==> config.mk <==
export PLATFORM = sky130hd
export DESIGN_NAME = icc_top
export DESIGN_NICKNAME = d
export VERILOG_FILES = /design/src/core/icc_pkg.sv /design/src/core/icc_edge_sync.sv /design/src/core/icc_buffer_mem.sv /design/src/core/icc_top.sv
export SDC_FILE = /design/constraint.sdc
export NUM_CORES = 1
export LEC_CHECK = 0
export BUFFER_PORTS_ARGS = -buffer_cell sky130_fd_sc_hd__buf_4
export CAP_MARGIN = 20
export CORE_AREA = 2 2 174 176
export DETAILED_ROUTE_END_ITERATION = 10
export DIE_AREA = 0 0 176 178
export REMOVE_ABC_BUFFERS = 1
export SYNTH_ARGS = -nofsm -noshare
export SYNTH_HDL_FRONTEND = slang
export SYNTH_SLANG_ARGS = --single-unit
==> constraint.sdc <==
create_clock -name clock_in -period 8.13 [get_ports clock_in]
set_input_delay 1.626 -clock clock_in [delete_from_list [all_inputs] [get_ports clock_in]]
set_output_delay 1.626 -clock clock_in [all_outputs]
set_load 0.1 [all_outputs]
==> src/core/icc_pkg.sv <==
package icc_pkg;

    // Capture word width and buffer geometry.
    localparam int ICC_DATA_W = 32;
    localparam int ICC_ADDR_W = 4;
    localparam int ICC_DEPTH = 4;
    localparam int ICC_PTR_W = 2;
    localparam int ICC_CNT_W = 3;

    // Register byte offsets.
    localparam logic [ICC_ADDR_W-1:0] ICC_OFS_CTRL = 4'h0;
    localparam logic [ICC_ADDR_W-1:0] ICC_OFS_BUF = 4'h4;
    localparam logic [ICC_ADDR_W-1:0] ICC_OFS_STAT = 4'h8;
    localparam logic [ICC_ADDR_W-1:0] ICC_OFS_MASK = 4'hc;

    // Field positions inside the control register.
    localparam int ICC_BIT_ENABLE = 15;
    localparam int ICC_BIT_STOP_IN_IDLE = 13;
    localparam int ICC_BIT_FIRST_EDGE_SELECT = 9;
    localparam int ICC_BIT_WIDE = 8;
    localparam int ICC_BIT_TSEL = 7;
    localparam int ICC_BIT_RATE = 5;
    localparam int ICC_BIT_OVF = 4;
    localparam int ICC_BIT_BNE = 3;
    localparam int ICC_BIT_MODE = 0;

    // Interrupt status bit positions and width.
    localparam int ICC_IRQ_W = 2;
    localparam int ICC_IRQ_CAPTURE = 0;
    localparam int ICC_IRQ_OVERFLOW = 1;
    localparam logic [ICC_IRQ_W-1:0] ICC_IRQ_RST = 2'h0;

    // Prescaler terminal counts for the every-4th and every-16th modes.
    localparam logic [3:0] ICC_PRESCALE_4 = 4'h3;
    localparam logic [3:0] ICC_PRESCALE_16 = 4'hf;

    // Capture mode codes.
    typedef enum logic [2:0] {
        ICC_MODE_OFF = 3'h0,
        ICC_MODE_EVERY_EDGE = 3'h1,
        ICC_MODE_FALL = 3'h2,
        ICC_MODE_RISE = 3'h3,
        ICC_MODE_RISE_4 = 3'h4,
        ICC_MODE_RISE_16 = 3'h5,
        ICC_MODE_ALTERNATE = 3'h6,
        ICC_MODE_ANY_EDGE = 3'h7
    } icc_mode_t;

    // Writable control fields.
    typedef struct packed {
        logic enable;
        logic stop_in_idle;
        logic first_edge_select;
        logic wide_capture_select;
        logic timer_source_select;
        logic [1:0] interrupt_rate;
        icc_mode_t capture_mode_field;
    } icc_ctrl_t;

    localparam icc_ctrl_t ICC_CTRL_RST = '0;

    // Register selector produced by the address decoder.
    typedef enum logic [2:0] {
        ICC_SEL_NONE = 3'h0,
        ICC_SEL_CTRL = 3'h1,
        ICC_SEL_BUF = 3'h2,
        ICC_SEL_STAT = 3'h3,
        ICC_SEL_MASK = 3'h4
    } icc_sel_t;

    // Maps a byte address onto a register; unmapped addresses give none.
    function automatic icc_sel_t icc_decode(input logic [ICC_ADDR_W-1:0] addr);
        icc_sel_t sel;
        sel = ICC_SEL_NONE;
        if (addr == ICC_OFS_CTRL) begin
            sel = ICC_SEL_CTRL;
        end else if (addr == ICC_OFS_BUF) begin
            sel = ICC_SEL_BUF;
        end else if (addr == ICC_OFS_STAT) begin
            sel = ICC_SEL_STAT;
        end else if (addr == ICC_OFS_MASK) begin
            sel = ICC_SEL_MASK;
        end
        return sel;
    endfunction : icc_decode

endpackage : icc_pkg

==> src/core/icc_edge_sync.sv <==
`timescale 1ns/1ps
// Brings the capture pin into the clock domain and reports its edges.
module icc_edge_sync
    import icc_pkg::*;
(
    input wire logic clock_in,
    input wire logic rst_in,
    input wire logic pin_in,
    output logic rise_out,
    output logic fall_out
);

    logic meta_q; // First stage; only the second stage reads it.
    logic sync_q; // Second stage, safe to use.
    logic prev_q; // Delayed copy for edge detection.
    logic meta_d;
    logic sync_d;
    logic prev_d;

    // Next values of the synchroniser chain.
    always_comb begin
        meta_d = pin_in;
        sync_d = meta_q;
        prev_d = sync_q;
    end

    // Registers of the chain; reset to low so no false edge appears.
    always_ff @(posedge clock_in or posedge rst_in) begin
        if (rst_in) begin
            meta_q <= 1'b0;
            sync_q <= 1'b0;
            prev_q <= 1'b0;
        end else begin
            meta_q <= meta_d;
            sync_q <= sync_d;
            prev_q <= prev_d;
        end
    end

    // Edge pulses are one cycle long and look only at settled stages.
    assign rise_out = sync_q & ~prev_q;
    assign fall_out = ~sync_q & prev_q;

endmodule : icc_edge_sync

==> src/core/icc_buffer_mem.sv <==
`timescale 1ns/1ps
// Small capture buffer store with a registered read port.
module icc_buffer_mem
    import icc_pkg::*;
(
    input wire logic clock_in,
    input wire logic rst_in,
    input wire logic wr_en_in,
    input wire logic [ICC_PTR_W-1:0] wr_addr_in,
    input wire logic [ICC_DATA_W-1:0] wr_data_in,
    input wire logic [ICC_PTR_W-1:0] rd_addr_in,
    output logic [ICC_DATA_W-1:0] rd_data_out
);

    logic [ICC_DATA_W-1:0] mem_q [ICC_DEPTH]; // Storage words.
    logic [ICC_DATA_W-1:0] mem_d [ICC_DEPTH];
    logic [ICC_DATA_W-1:0] rd_q; // Registered read word.
    logic [ICC_DATA_W-1:0] rd_d;

    // Write-through keeps the head word correct when it is written and read together.
    always_comb begin
        for (int i = 0; i < ICC_DEPTH; i++) begin
            mem_d[i] = mem_q[i];
        end
        if (wr_en_in) begin
            mem_d[wr_addr_in] = wr_data_in;
        end
        if (wr_en_in && (wr_addr_in == rd_addr_in)) begin
            rd_d = wr_data_in;
        end else begin
            rd_d = mem_q[rd_addr_in];
        end
    end

    // Storage and read register.
    always_ff @(posedge clock_in or posedge rst_in) begin
        if (rst_in) begin
            for (int i = 0; i < ICC_DEPTH; i++) begin
                mem_q[i] <= '0;
            end
            rd_q <= '0;
        end else begin
            mem_q <= mem_d;
            rd_q <= rd_d;
        end
    end

    assign rd_data_out = rd_q;

endmodule : icc_buffer_mem

==> src/core/icc_top.sv <==
`timescale 1ns/1ps
// Input capture control: samples a timer count on qualified pin edges.
module icc_top
    import icc_pkg::*;
(
    input wire logic clock_in,
    input wire logic rst_in,
    input wire logic [ICC_ADDR_W-1:0] addr_in,
    input wire logic [ICC_DATA_W-1:0] wdata_in,
    input wire logic wr_in,
    input wire logic rd_in,
    output logic [ICC_DATA_W-1:0] rdata_out,
    input wire logic capture_pin_in,
    input wire logic idle_in,
    input wire logic [15:0] second_timer_count_in,
    input wire logic [15:0] third_timer_count_in,
    input wire logic [ICC_DATA_W-1:0] wide_timer_count_in,
    output logic irq_out
);

    // Edge pulses from the synchronised pin.
    logic pin_rise;
    logic pin_fall;

    // Control register and its next value.
    icc_ctrl_t ctrl_q;
    icc_ctrl_t ctrl_d;

    // Buffer bookkeeping.
    logic [ICC_PTR_W-1:0] wr_ptr_q;
    logic [ICC_PTR_W-1:0] wr_ptr_d;
    logic [ICC_PTR_W-1:0] rd_ptr_q;
    logic [ICC_PTR_W-1:0] rd_ptr_d;
    logic [ICC_CNT_W-1:0] count_q;
    logic [ICC_CNT_W-1:0] count_d;
    logic ovf_q; // Overflow status flag.
    logic ovf_d;

    // Event qualification state.
    logic [3:0] prescale_q; // Counts rising edges in divided modes.
    logic [3:0] prescale_d;
    logic first_done_q; // Alternating mode has taken its first edge.
    logic first_done_d;
    logic [1:0] rate_cnt_q; // Captures since the last interrupt.
    logic [1:0] rate_cnt_d;

    // Interrupt registers.
    logic [ICC_IRQ_W-1:0] status_q;
    logic [ICC_IRQ_W-1:0] status_d;
    logic [ICC_IRQ_W-1:0] mask_q;
    logic [ICC_IRQ_W-1:0] mask_d;
    logic irq_q;
    logic irq_d;

    // Bus read data register.
    logic [ICC_DATA_W-1:0] rdata_q;
    logic [ICC_DATA_W-1:0] rdata_d;

    // Combinational helpers.
    icc_sel_t sel; // Decoded register.
    logic active; // Unit enabled and not halted by idle.
    logic event_hit; // Qualified capture event this cycle.
    logic push; // Word enters the buffer.
    logic pop; // Word leaves the buffer.
    logic full;
    logic [ICC_DATA_W-1:0] cap_value; // Selected timer count.
    logic [ICC_DATA_W-1:0] head_word; // Oldest word in the buffer.
    logic [ICC_IRQ_W-1:0] irq_set; // Interrupt events this cycle.

    // Pin synchroniser and edge detector.
    icc_edge_sync u_edge (
        .clock_in(clock_in),
        .rst_in(rst_in),
        .pin_in(capture_pin_in),
        .rise_out(pin_rise),
        .fall_out(pin_fall)
    );

    // Buffer store; the read address runs one step ahead so the head word is ready.
    icc_buffer_mem u_mem (
        .clock_in(clock_in),
        .rst_in(rst_in),
        .wr_en_in(push),
        .wr_addr_in(wr_ptr_q),
        .wr_data_in(cap_value),
        .rd_addr_in(rd_ptr_d),
        .rd_data_out(head_word)
    );

    // Address decoding shared by the read and write paths.
    always_comb begin
        sel = icc_decode(addr_in);
    end

    // Counter source choice and event qualification.
    always_comb begin
        if (ctrl_q.wide_capture_select) begin
            cap_value = wide_timer_count_in;
        end else if (ctrl_q.timer_source_select) begin
            cap_value = {16'h0000, second_timer_count_in};
        end else begin
            cap_value = {16'h0000, third_timer_count_in};
        end
        // Halting in idle freezes the whole capture path, not just the buffer.
        active = ctrl_q.enable && !(ctrl_q.stop_in_idle && idle_in);
        prescale_d = prescale_q;
        first_done_d = first_done_q;
        event_hit = 1'b0;
        if (!ctrl_q.enable) begin
            // Disabled unit forgets any partial prescale or edge history.
            prescale_d = 4'h0;
            first_done_d = 1'b0;
        end else if (active) begin
            unique case (ctrl_q.capture_mode_field)
                ICC_MODE_OFF: begin
                    event_hit = 1'b0;
                end
                ICC_MODE_EVERY_EDGE, ICC_MODE_ANY_EDGE: begin
                    event_hit = pin_rise | pin_fall;
                end
                ICC_MODE_FALL: begin
                    event_hit = pin_fall;
                end
                ICC_MODE_RISE: begin
                    event_hit = pin_rise;
                end
                ICC_MODE_RISE_4, ICC_MODE_RISE_16: begin
                    // Capture on the last rising edge of each group.
                    if (pin_rise) begin
                        if (prescale_q == ((ctrl_q.capture_mode_field == ICC_MODE_RISE_4)
                                ? ICC_PRESCALE_4 : ICC_PRESCALE_16)) begin
                            event_hit = 1'b1;
                            prescale_d = 4'h0;
                        end else begin
                            prescale_d = prescale_q + 4'h1;
                        end
                    end
                end
                ICC_MODE_ALTERNATE: begin
                    // The first capture waits for the chosen edge, then every edge counts.
                    if (!first_done_q) begin
                        event_hit = ctrl_q.first_edge_select ? pin_rise : pin_fall;
                        first_done_d = event_hit;
                    end else begin
                        event_hit = pin_rise | pin_fall;
                    end
                end
            endcase
        end
    end

    // Buffer pointers, fill count and overflow flag.
    always_comb begin
        full = (count_q == ICC_CNT_W'(ICC_DEPTH));
        push = event_hit && !full;
        pop = rd_in && (sel == ICC_SEL_BUF) && (count_q != '0) && ctrl_q.enable;
        wr_ptr_d = wr_ptr_q;
        rd_ptr_d = rd_ptr_q;
        count_d = count_q;
        ovf_d = ovf_q;
        if (!ctrl_q.enable) begin
            // Disabling empties the buffer and clears the overflow.
            wr_ptr_d = '0;
            rd_ptr_d = '0;
            count_d = '0;
            ovf_d = 1'b0;
        end else begin
            if (push) begin
                wr_ptr_d = wr_ptr_q + ICC_PTR_W'(1);
            end
            if (pop) begin
                rd_ptr_d = rd_ptr_q + ICC_PTR_W'(1);
            end
            count_d = count_q + ICC_CNT_W'(push) - ICC_CNT_W'(pop);
            // A read clears the overflow, but a new overrun in the same cycle wins.
            if (pop) begin
                ovf_d = 1'b0;
            end
            if (event_hit && full) begin
                ovf_d = 1'b1;
            end
        end
    end

    // Interrupt rate divider and sticky status.
    always_comb begin
        rate_cnt_d = rate_cnt_q;
        irq_set = '0;
        if (!ctrl_q.enable) begin
            rate_cnt_d = 2'h0;
        end else begin
            if (push) begin
                if (rate_cnt_q == ctrl_q.interrupt_rate) begin
                    irq_set[ICC_IRQ_CAPTURE] = 1'b1;
                    rate_cnt_d = 2'h0;
                end else begin
                    rate_cnt_d = rate_cnt_q + 2'h1;
                end
            end
            irq_set[ICC_IRQ_OVERFLOW] = event_hit && full;
        end
        status_d = status_q;
        mask_d = mask_q;
        if (wr_in && (sel == ICC_SEL_STAT)) begin
            status_d = status_q & ~wdata_in[ICC_IRQ_W-1:0];
        end
        // Setting after clearing keeps an event that lands on the clear cycle.
        status_d = status_d | irq_set;
        if (wr_in && (sel == ICC_SEL_MASK)) begin
            mask_d = wdata_in[ICC_IRQ_W-1:0];
        end
        // A disabled unit never raises its line, even with stale status.
        irq_d = ctrl_q.enable && |(status_d & mask_d);
    end

    // Control register writes.
    always_comb begin
        ctrl_d = ctrl_q;
        if (wr_in && (sel == ICC_SEL_CTRL)) begin
            ctrl_d.enable = wdata_in[ICC_BIT_ENABLE];
            // Settings change only while the unit is off, so a capture never
            // sees a half-changed configuration.
            if (!ctrl_q.enable) begin
                ctrl_d.stop_in_idle = wdata_in[ICC_BIT_STOP_IN_IDLE];
                ctrl_d.first_edge_select = wdata_in[ICC_BIT_FIRST_EDGE_SELECT];
                ctrl_d.wide_capture_select = wdata_in[ICC_BIT_WIDE];
                ctrl_d.timer_source_select = wdata_in[ICC_BIT_TSEL];
                ctrl_d.interrupt_rate = wdata_in[ICC_BIT_RATE +: 2];
                ctrl_d.capture_mode_field = icc_mode_t'(wdata_in[ICC_BIT_MODE +: 3]);
            end
            // Status bits and unimplemented positions are not stored at all.
        end
    end

    // Read data path; answers appear one cycle after the read strobe.
    always_comb begin
        rdata_d = '0;
        if (rd_in) begin
            unique case (sel)
                ICC_SEL_CTRL: begin
                    // Unimplemented bits stay zero.
                    rdata_d[ICC_BIT_ENABLE] = ctrl_q.enable;
                    rdata_d[ICC_BIT_STOP_IN_IDLE] = ctrl_q.stop_in_idle;
                    rdata_d[ICC_BIT_FIRST_EDGE_SELECT] = ctrl_q.first_edge_select;
                    rdata_d[ICC_BIT_WIDE] = ctrl_q.wide_capture_select;
                    rdata_d[ICC_BIT_TSEL] = ctrl_q.timer_source_select;
                    rdata_d[ICC_BIT_RATE +: 2] = ctrl_q.interrupt_rate;
                    rdata_d[ICC_BIT_OVF] = ovf_q;
                    rdata_d[ICC_BIT_BNE] = (count_q != '0);
                    rdata_d[ICC_BIT_MODE +: 3] = ctrl_q.capture_mode_field;
                end
                ICC_SEL_BUF: begin
                    // An empty buffer reads as zero and is not disturbed.
                    rdata_d = pop ? head_word : '0;
                end
                ICC_SEL_STAT: begin
                    rdata_d[ICC_IRQ_W-1:0] = status_q;
                end
                ICC_SEL_MASK: begin
                    rdata_d[ICC_IRQ_W-1:0] = mask_q;
                end
                ICC_SEL_NONE: begin
                    rdata_d = '0;
                end
            endcase
        end
    end

    // All state registers.
    always_ff @(posedge clock_in or posedge rst_in) begin
        if (rst_in) begin
            ctrl_q <= ICC_CTRL_RST;
            wr_ptr_q <= '0;
            rd_ptr_q <= '0;
            count_q <= '0;
            ovf_q <= 1'b0;
            prescale_q <= 4'h0;
            first_done_q <= 1'b0;
            rate_cnt_q <= 2'h0;
            status_q <= ICC_IRQ_RST;
            mask_q <= ICC_IRQ_RST;
            irq_q <= 1'b0;
            rdata_q <= '0;
        end else begin
            ctrl_q <= ctrl_d;
            wr_ptr_q <= wr_ptr_d;
            rd_ptr_q <= rd_ptr_d;
            count_q <= count_d;
            ovf_q <= ovf_d;
            prescale_q <= prescale_d;
            first_done_q <= first_done_d;
            rate_cnt_q <= rate_cnt_d;
            status_q <= status_d;
            mask_q <= mask_d;
            irq_q <= irq_d;
            rdata_q <= rdata_d;
        end
    end

    assign rdata_out = rdata_q;
    assign irq_out = irq_q;

endmodule : icc_top

# [Yosys cells after proc, flatten, opt, wreduce, memory -nomap -nowiden]
# Cells that the tools add are included.
[word_totals] ff_bits=225 input_bits=106 output_inout_bits=33 word_cells=151
[classes] add_sub_neg=6 magnitude_cmp=3 n_eq_ne=24 mux=55 n_bitwise=12 reduce_logical=25
[op_table] op="$mux W32" count=7
[op_table] op="$bwmux W128" count=1
[op_table] op="$bmux W32 S2" count=1
[op_table] op="$demux W32 S2" count=1
[op_table] op="$mux W16" count=2
[op_table] op="$mux W4" count=6
[op_table] op="$mux W2" count=10
[op_table] op="$eq A3 B3 Y1 const B" count=6
[op_table] op="$mux W3" count=6
[op_table] op="$mux W1" count=16
[op_table] op="$pmux W8 S2" count=1
[op_table] op="$logic_and A1 B1 Y1" count=13
[op_table] op="$eq A3 B2 Y1 const B" count=4
[op_table] op="$pmux W2 S5" count=1
[op_table] op="$eq A4 B4 Y1 const B" count=2
[op_table] op="$ne A2 B1 Y1 const B" count=4
[op_table] op="$add A2 B1 Y2 const B" count=3
[op_table] op="$eq A3 B1 Y1 const B" count=2
[op_table] op="$ge A3 B3 Y1 const B" count=2
[op_table] op="$logic_not A3 Y1" count=2
[op_table] op="$not A2 Y3" count=2
[op_table] op="$pmux W1 S6" count=1
[op_table] op="$reduce_or A2 Y1" count=3
[op_table] op="$add A4 B1 Y4 const B" count=1
[op_table] op="20 further kinds" count=28

# [Longest topological paths before layout]
[depth] depth_word=16 mapped_depth=15 ltp_nobuf=14

# [Cells and area by module]
# A second synthesis with hierarchy kept.
[unflattened] cells_unflattened=706 area_unflattened_um2=10186.0
[by_module_without_submodules] mod="icc_buffer_mem" instances=1 cells_each=383 area_per_inst_um2=6832.8 seq_area_each_um2=4003.8
[by_module_without_submodules] mod="icc_top" instances=1 cells_each=317 area_per_inst_um2=3259.4 seq_area_each_um2=1551.5
[by_module_without_submodules] mod="icc_edge_sync" instances=1 cells_each=6 area_per_inst_um2=93.8 seq_area_each_um2=75.1

# [Least setup slack after synthesis]
# No wires, ideal clock.
[synth_timing] path_kind="input-to-reg" start="input port addr_in[3]" end="register count_q[2]" arrival_ns=3.877 required_ns=8.011 slack_ns=4.134 stages=12 n_path_buf=2 cell_sequence="buf_2 nor4b_4 and2_1 clkbuf_1 ha_1 inv_1 ha_1 inv_1 fa_1 xnor2_1 xnor2_1 and2_1"
[synth_via] elab_chain_len=11
[synth_rtl] item="start: declaration" line="icc_top.sv:8" rtl="input wire logic [ICC_ADDR_W-1:0] addr_in,"
[synth_rtl] item="$eq A4 B4 Y1" line="icc_pkg.sv:81" rtl="end else if (addr == ICC_OFS_MASK) begin"
[synth_rtl] item="$mux W3" line="icc_pkg.sv:81"
[synth_rtl] item="$mux W3" line="icc_pkg.sv:79" rtl="end else if (addr == ICC_OFS_STAT) begin"
[synth_rtl] item="$mux W3" line="icc_pkg.sv:77" rtl="end else if (addr == ICC_OFS_BUF) begin"
[synth_rtl] item="$mux W3 (*)" line="icc_pkg.sv:75" rtl="if (addr == ICC_OFS_CTRL) begin"
[synth_rtl] item="$eq A3 B2 Y1 (*)" line="icc_top.sv:156" rtl="pop = rd_in && (sel == ICC_SEL_BUF) && (count_q != '0) && ctrl_q.enable;"
[synth_rtl] item="$logic_and A1 B1 Y1 (*) (3 in series)" line="icc_top.sv:156"
[synth_rtl] item="$sub A3 B1 Y3 (*)" line="icc_top.sv:174" rtl="count_d = count_q + ICC_CNT_W'(push) - ICC_CNT_W'(pop);"
[synth_rtl] item="$mux W3 (*)" line="icc_top.sv:161" rtl="if (!ctrl_q.enable) begin"
[synth_rtl] item="via count_d[2]" line="icc_top.sv:35" rtl="logic [ICC_CNT_W-1:0] count_d;"
[synth_rtl] item="end signal: assignment" line="icc_top.sv:288" rtl="count_q <= count_d;"
[synth_rtl] item="end: declaration" line="icc_top.sv:34" rtl="logic [ICC_CNT_W-1:0] count_q;"
# Mark *: on every way through the listed nets, which the timed path passes. The rest lies on a longest branch.
# A chain may end at the register's enable or synchronous reset.

# [Final worst setup path]
[layout_timing] start="input port addr_in[1]" end="register u_mem.rd_q[2] (netlist: u_mem.rd_data_out[2])"
[layout_via] elab_chain_len=16
[layout_rtl] item="$eq A4 B4 Y1" line="icc_pkg.sv:81"
[layout_rtl] item="$mux W3" line="icc_pkg.sv:81"
[layout_rtl] item="$mux W3" line="icc_pkg.sv:79"
[layout_rtl] item="$mux W3" line="icc_pkg.sv:77"
[layout_rtl] item="$mux W3 (*)" line="icc_pkg.sv:75"
[layout_rtl] item="$eq A3 B2 Y1 (*)" line="icc_top.sv:156"
[layout_rtl] item="$logic_and A1 B1 Y1 (*) (3 in series)" line="icc_top.sv:156"
[layout_rtl] item="$mux W2 (*)" line="icc_top.sv:171" rtl="if (pop) begin"
[layout_rtl] item="$mux W2 (*)" line="icc_top.sv:161"
[layout_rtl] item="$not A2 Y3 (not written as such)" line="icc_buffer_mem.sv:31" rtl="rd_d = mem_q[rd_addr_in];"
[layout_rtl] item="$bmux W32 S2" line="icc_buffer_mem.sv:31"
[layout_rtl] item="$mux W32 (not written as such) (2 in series)" line="icc_buffer_mem.sv:31"
[layout_rtl] item="$mux W32 (*)" line="icc_buffer_mem.sv:28" rtl="if (wr_en_in && (wr_addr_in == rd_addr_in)) begin"
[layout_rtl] item="via u_mem.rd_d[2]" line="icc_buffer_mem.sv:18" rtl="logic [ICC_DATA_W-1:0] rd_d;"
[layout_rtl] item="end signal: assignment" line="icc_buffer_mem.sv:44" rtl="rd_q <= rd_d;"
[layout_rtl] item="end: declaration" line="icc_buffer_mem.sv:17" rtl="logic [ICC_DATA_W-1:0] rd_q;"
# Mark *: on every way through the listed nets, which the timed path passes. The rest lies on a longest branch. The select of a mux whose other input is x is not followed.

==> flow_summary.yaml <==
power:
  power.sequential.fraction_pct: 45.0
  power.density_cell_area_nw_per_um2: 258
  power.internal_mw: 2.24
  peakVddDrop_uv: 192
  fin_total_pwr_mw: 3.10
  p_clk_share_pct: 38.2
  pwr-share-comb_pct: 16.8
  net-switching-power_mw: 0.867
  switching_share_pct: 27.9
  total_leakage_power_nw: 5.68
timing:
  grt_setup_unrepaired: "no"
  timing_worst_slew_pin_value_ps: 815
  achievable-frequency_ghz: 0.229
  timing.max_slew.rel_slack_pct: 45.7
  timing_max_transition_violations_final: 0
  final.setup_skew_ps: 23.8
  timing.final.hold_violations: 0
  fin_crit_ps: 4360
  min_period_over_period_pct: 53.7
  fin_hold_ws_ps: 370
  setup_viol: 0
  final.setup.tns_ps: 0
  setup_ws_ps: 3770
setup_path:
  regToRegSetupSlack_ps: 4420
  endpoint_kind: "flop"
  worst_ep_required_time_ps: 8520
  worst_setup_path_start_kind: "primary input"
  worstReg2RegEnd: "u_mem.rd_data_out[2]$_DFF_PP0_"
  critical_path.max_fanout: 65
  rr_worst_depth: 7
  setup.worst_path.class: "primary input to flop"
  regToRegStartpoint: "ctrl_q[9]$_DFFE_PP0P_"
  critical_path_data_arrival_time_ps: 4750
synth:
  asr_flop_ratio_synth_pct: 100
  synth-compound-area-share_pct: 15.6
  yosys.area_share.adder_pct: 1.34
  synth_cell_type_count: 49
  yosys_warnings: 0
  netlist_area_um2: 9910
  synthSimpleGateAreaFrac_pct: 15.5
  post_synth_xor_xnor_area_pct: 0.619
  yosysSeqAreaShare_pct: 56.8
  synth_enable_flop_cells: 0
  synth-seq-cells: 225
  main_combinational_cell_family_by_area_after_synthesis: "compound AO/OA/AOI/OAI gates"
  synth_area_per_cell_um2: 9.98
  syn_inst: 993
  muxShareOfSynthArea_pct: 6.63
  synthFlopType: "dfrtp_1"
global_route:
  grt_antenna_before_repair: 0
  grt_first_pass_wirelength_mm: 39.8
  gr-total-overflow: 0
  gr-usage-all-layers_pct: 16.0
  grt_pass1_vias: 7203
  grt_start_max_net_pins: 117
route:
  drt_iter0_markers: 464
  detail_route.drc_violations: 0
  drtAntennaViolNets: 0
  via_count: 7265
  avgViaCountPerCell: 4.87
  drt_first_pass_iters: 4
  routedWlPerCell_um: 16.5
  routed_wl_mm: 24.6
final_layout:
  area.growth.synth_to_final_pct: 21.4
  mostFrequentLayoutCell: "nand2_1"
  utilization_pct: 40.9
  layout.filler_cells: 2869
  layout.cells.most_common_list: "254 x nand2_1, 224 x dfrtp_1, 139 x o21ai_0"
  diodes: 0
  instances_no_fill: 1491
  fin_area_um2: 12000
  finalNetCount: 1198
  final_layout_size_suffix_gt1_share_pct: 18.7
clock_network:
  cts.sink_count: 225
  cts_hold_buf: 0
  path_clk_slew_ps: 50
  clock_insertion_delay_worst_skew_ps: 550
  clock_tree.buffer_depth: 3
  root_buffer: "clkbuf_16"
  postCtsSetupBuffers: 0
  cts_tree: "yes"
  clock_tree.htree_level_count: 1
  cts_resized: 0
  cts_made_buffers: 26
place:
  place.port_buffers: 116
  gp_congestion: 0.738
  place_worst_setup_slack_ps: 3210
  dpl.cell_count: 1444
  place_area_um2: 11100
  sum_of_net_half_perimeters_after_detailed_placement_mm: 14.3
min_path:
  timing.hold.worst.start: "u_edge.meta_q$_DFF_PP0_"
  timing.hold.worst_endpoint: "u_edge.prev_d$_DFF_PP0_"
  worst_hold_path_type: "flop to flop"
  hold-path-cell-count: 0
floorplan:
  effective_utilization_at_floorplan_pct: 33.7
  die-height_um: 178
  die_w_um: 176
  die_area_um2: 31300
  ios: 139
  core.rowCount: 63
  coreArea_um2: 29400
status:
  status: "complete, no violations"
job:
  timing.max_cap.violations: 0
## flip-flops by register name, indices dropped and copies added, names as in the netlist, 2 cells and up
name / cells
u_mem.mem_q: 128
status_q: 2
ctrl_q: 10
rdata_out: 32
wr_ptr_q: 2
rd_ptr_q: 2
count_q: 3
rate_cnt_q: 2
prescale_q: 4
u_mem.rd_data_out: 32
mask_q: 2
## cell type report
type / count / area [um^2] / share of cell area (%)
multi-input combinational: 686 / 3980 / 33.1
inverter: 11 / 48.8 / 0.406
tap: 390 / 488 / 4.06
clock buffer: 36 / 758 / 6.30
timing repair buffer: 132 / 991 / 8.24
clock inverter: 11 / 133 / 1.10
sequential: 225 / 5630 / 46.8
## worst max path at each step
stage                     depth (start not counted)  slack [ps]                              end       start
after floorplan                                   7         260   u_mem.rd_data_out[0]$_DFF_PP0_  addr_in[1]
after global placement                           10        3260   u_mem.rd_data_out[4]$_DFF_PP0_  addr_in[1]
after detailed placement                         10        3210  u_mem.rd_data_out[15]$_DFF_PP0_  addr_in[1]
after CTS                                        10        3770   u_mem.rd_data_out[2]$_DFF_PP0_  addr_in[1]
after global routing                             10        3610   u_mem.rd_data_out[2]$_DFF_PP0_  addr_in[1]
final                                            10        3770   u_mem.rd_data_out[2]$_DFF_PP0_  addr_in[1]
## power by group through the flow
stage | registers, mW | clock network (mW) | logic, mW
2_1_floorplan | 1.42 | 0 | 0.336
4_1_cts | 1.40 | 1.21 | 0.534
3_5_place_dp | 1.42 | 0 | 0.532
6_report | 1.40 | 1.18 | 0.522
5_1_grt | 1.42 | 1.27 | 0.593
3_3_place_gp | 1.41 | 0 | 0.517
## logic make-up after synthesis
family	after synthesis
xor gates and xnor gates	7
AOI/OAI and AO/OA	253
DFF	225
muxes	64
adders and majority gates	10
buffers and inverters	82
and+or+nand+nor	352
## Yosys cell counts (all sizes together), types with 2 or more instances
master | instances | area [um^2]
nand2 | 254 | 953
dfrtp | 225 | 5630
o21ai | 140 | 701
a21oi | 53 | 265
clkbuf | 52 | 195
mux2i | 51 | 510
a32o | 33 | 330
nor2 | 25 | 96.4
and3 | 21 | 131
buf | 19 | 114
nor2b | 18 | 113
mux2 | 13 | 146
nand3 | 12 | 65.1
inv | 11 | 41.3
a22oi | 10 | 75.1
ha | 9 | 113
o211ai | 7 | 67.6
xnor2 | 7 | 61.3
and2 | 6 | 37.5
a21boi | 3 | 22.5
nand2b | 2 | 12.5
nor3 | 2 | 15.0
nor3b | 2 | 15.0
nor4b | 2 | 32.5
or3 | 2 | 12.5
## routing by layer
metal / part of all wire, % / GRT usage [%] / vias up
li1: - / - / 3589
met1: 48 / 22.8 / 3505
met2: 46 / 26.2 / 141
met3: 3.9 / 2.26 / 30
met4: 1.8 / 3.41 / 0
met5: 0 / 0 / -
## critical path, stage by stage
cell	delay [ps]
buf_4	120
nor2_2	230
nor4b_4	340
mux2i_4	270
buf_4	640
inv_2	90
xnor2_1	150
or3_2	720
buf_4	380
mux2i_1	170
No activity file was read; power rests on OpenSTA's default activity.
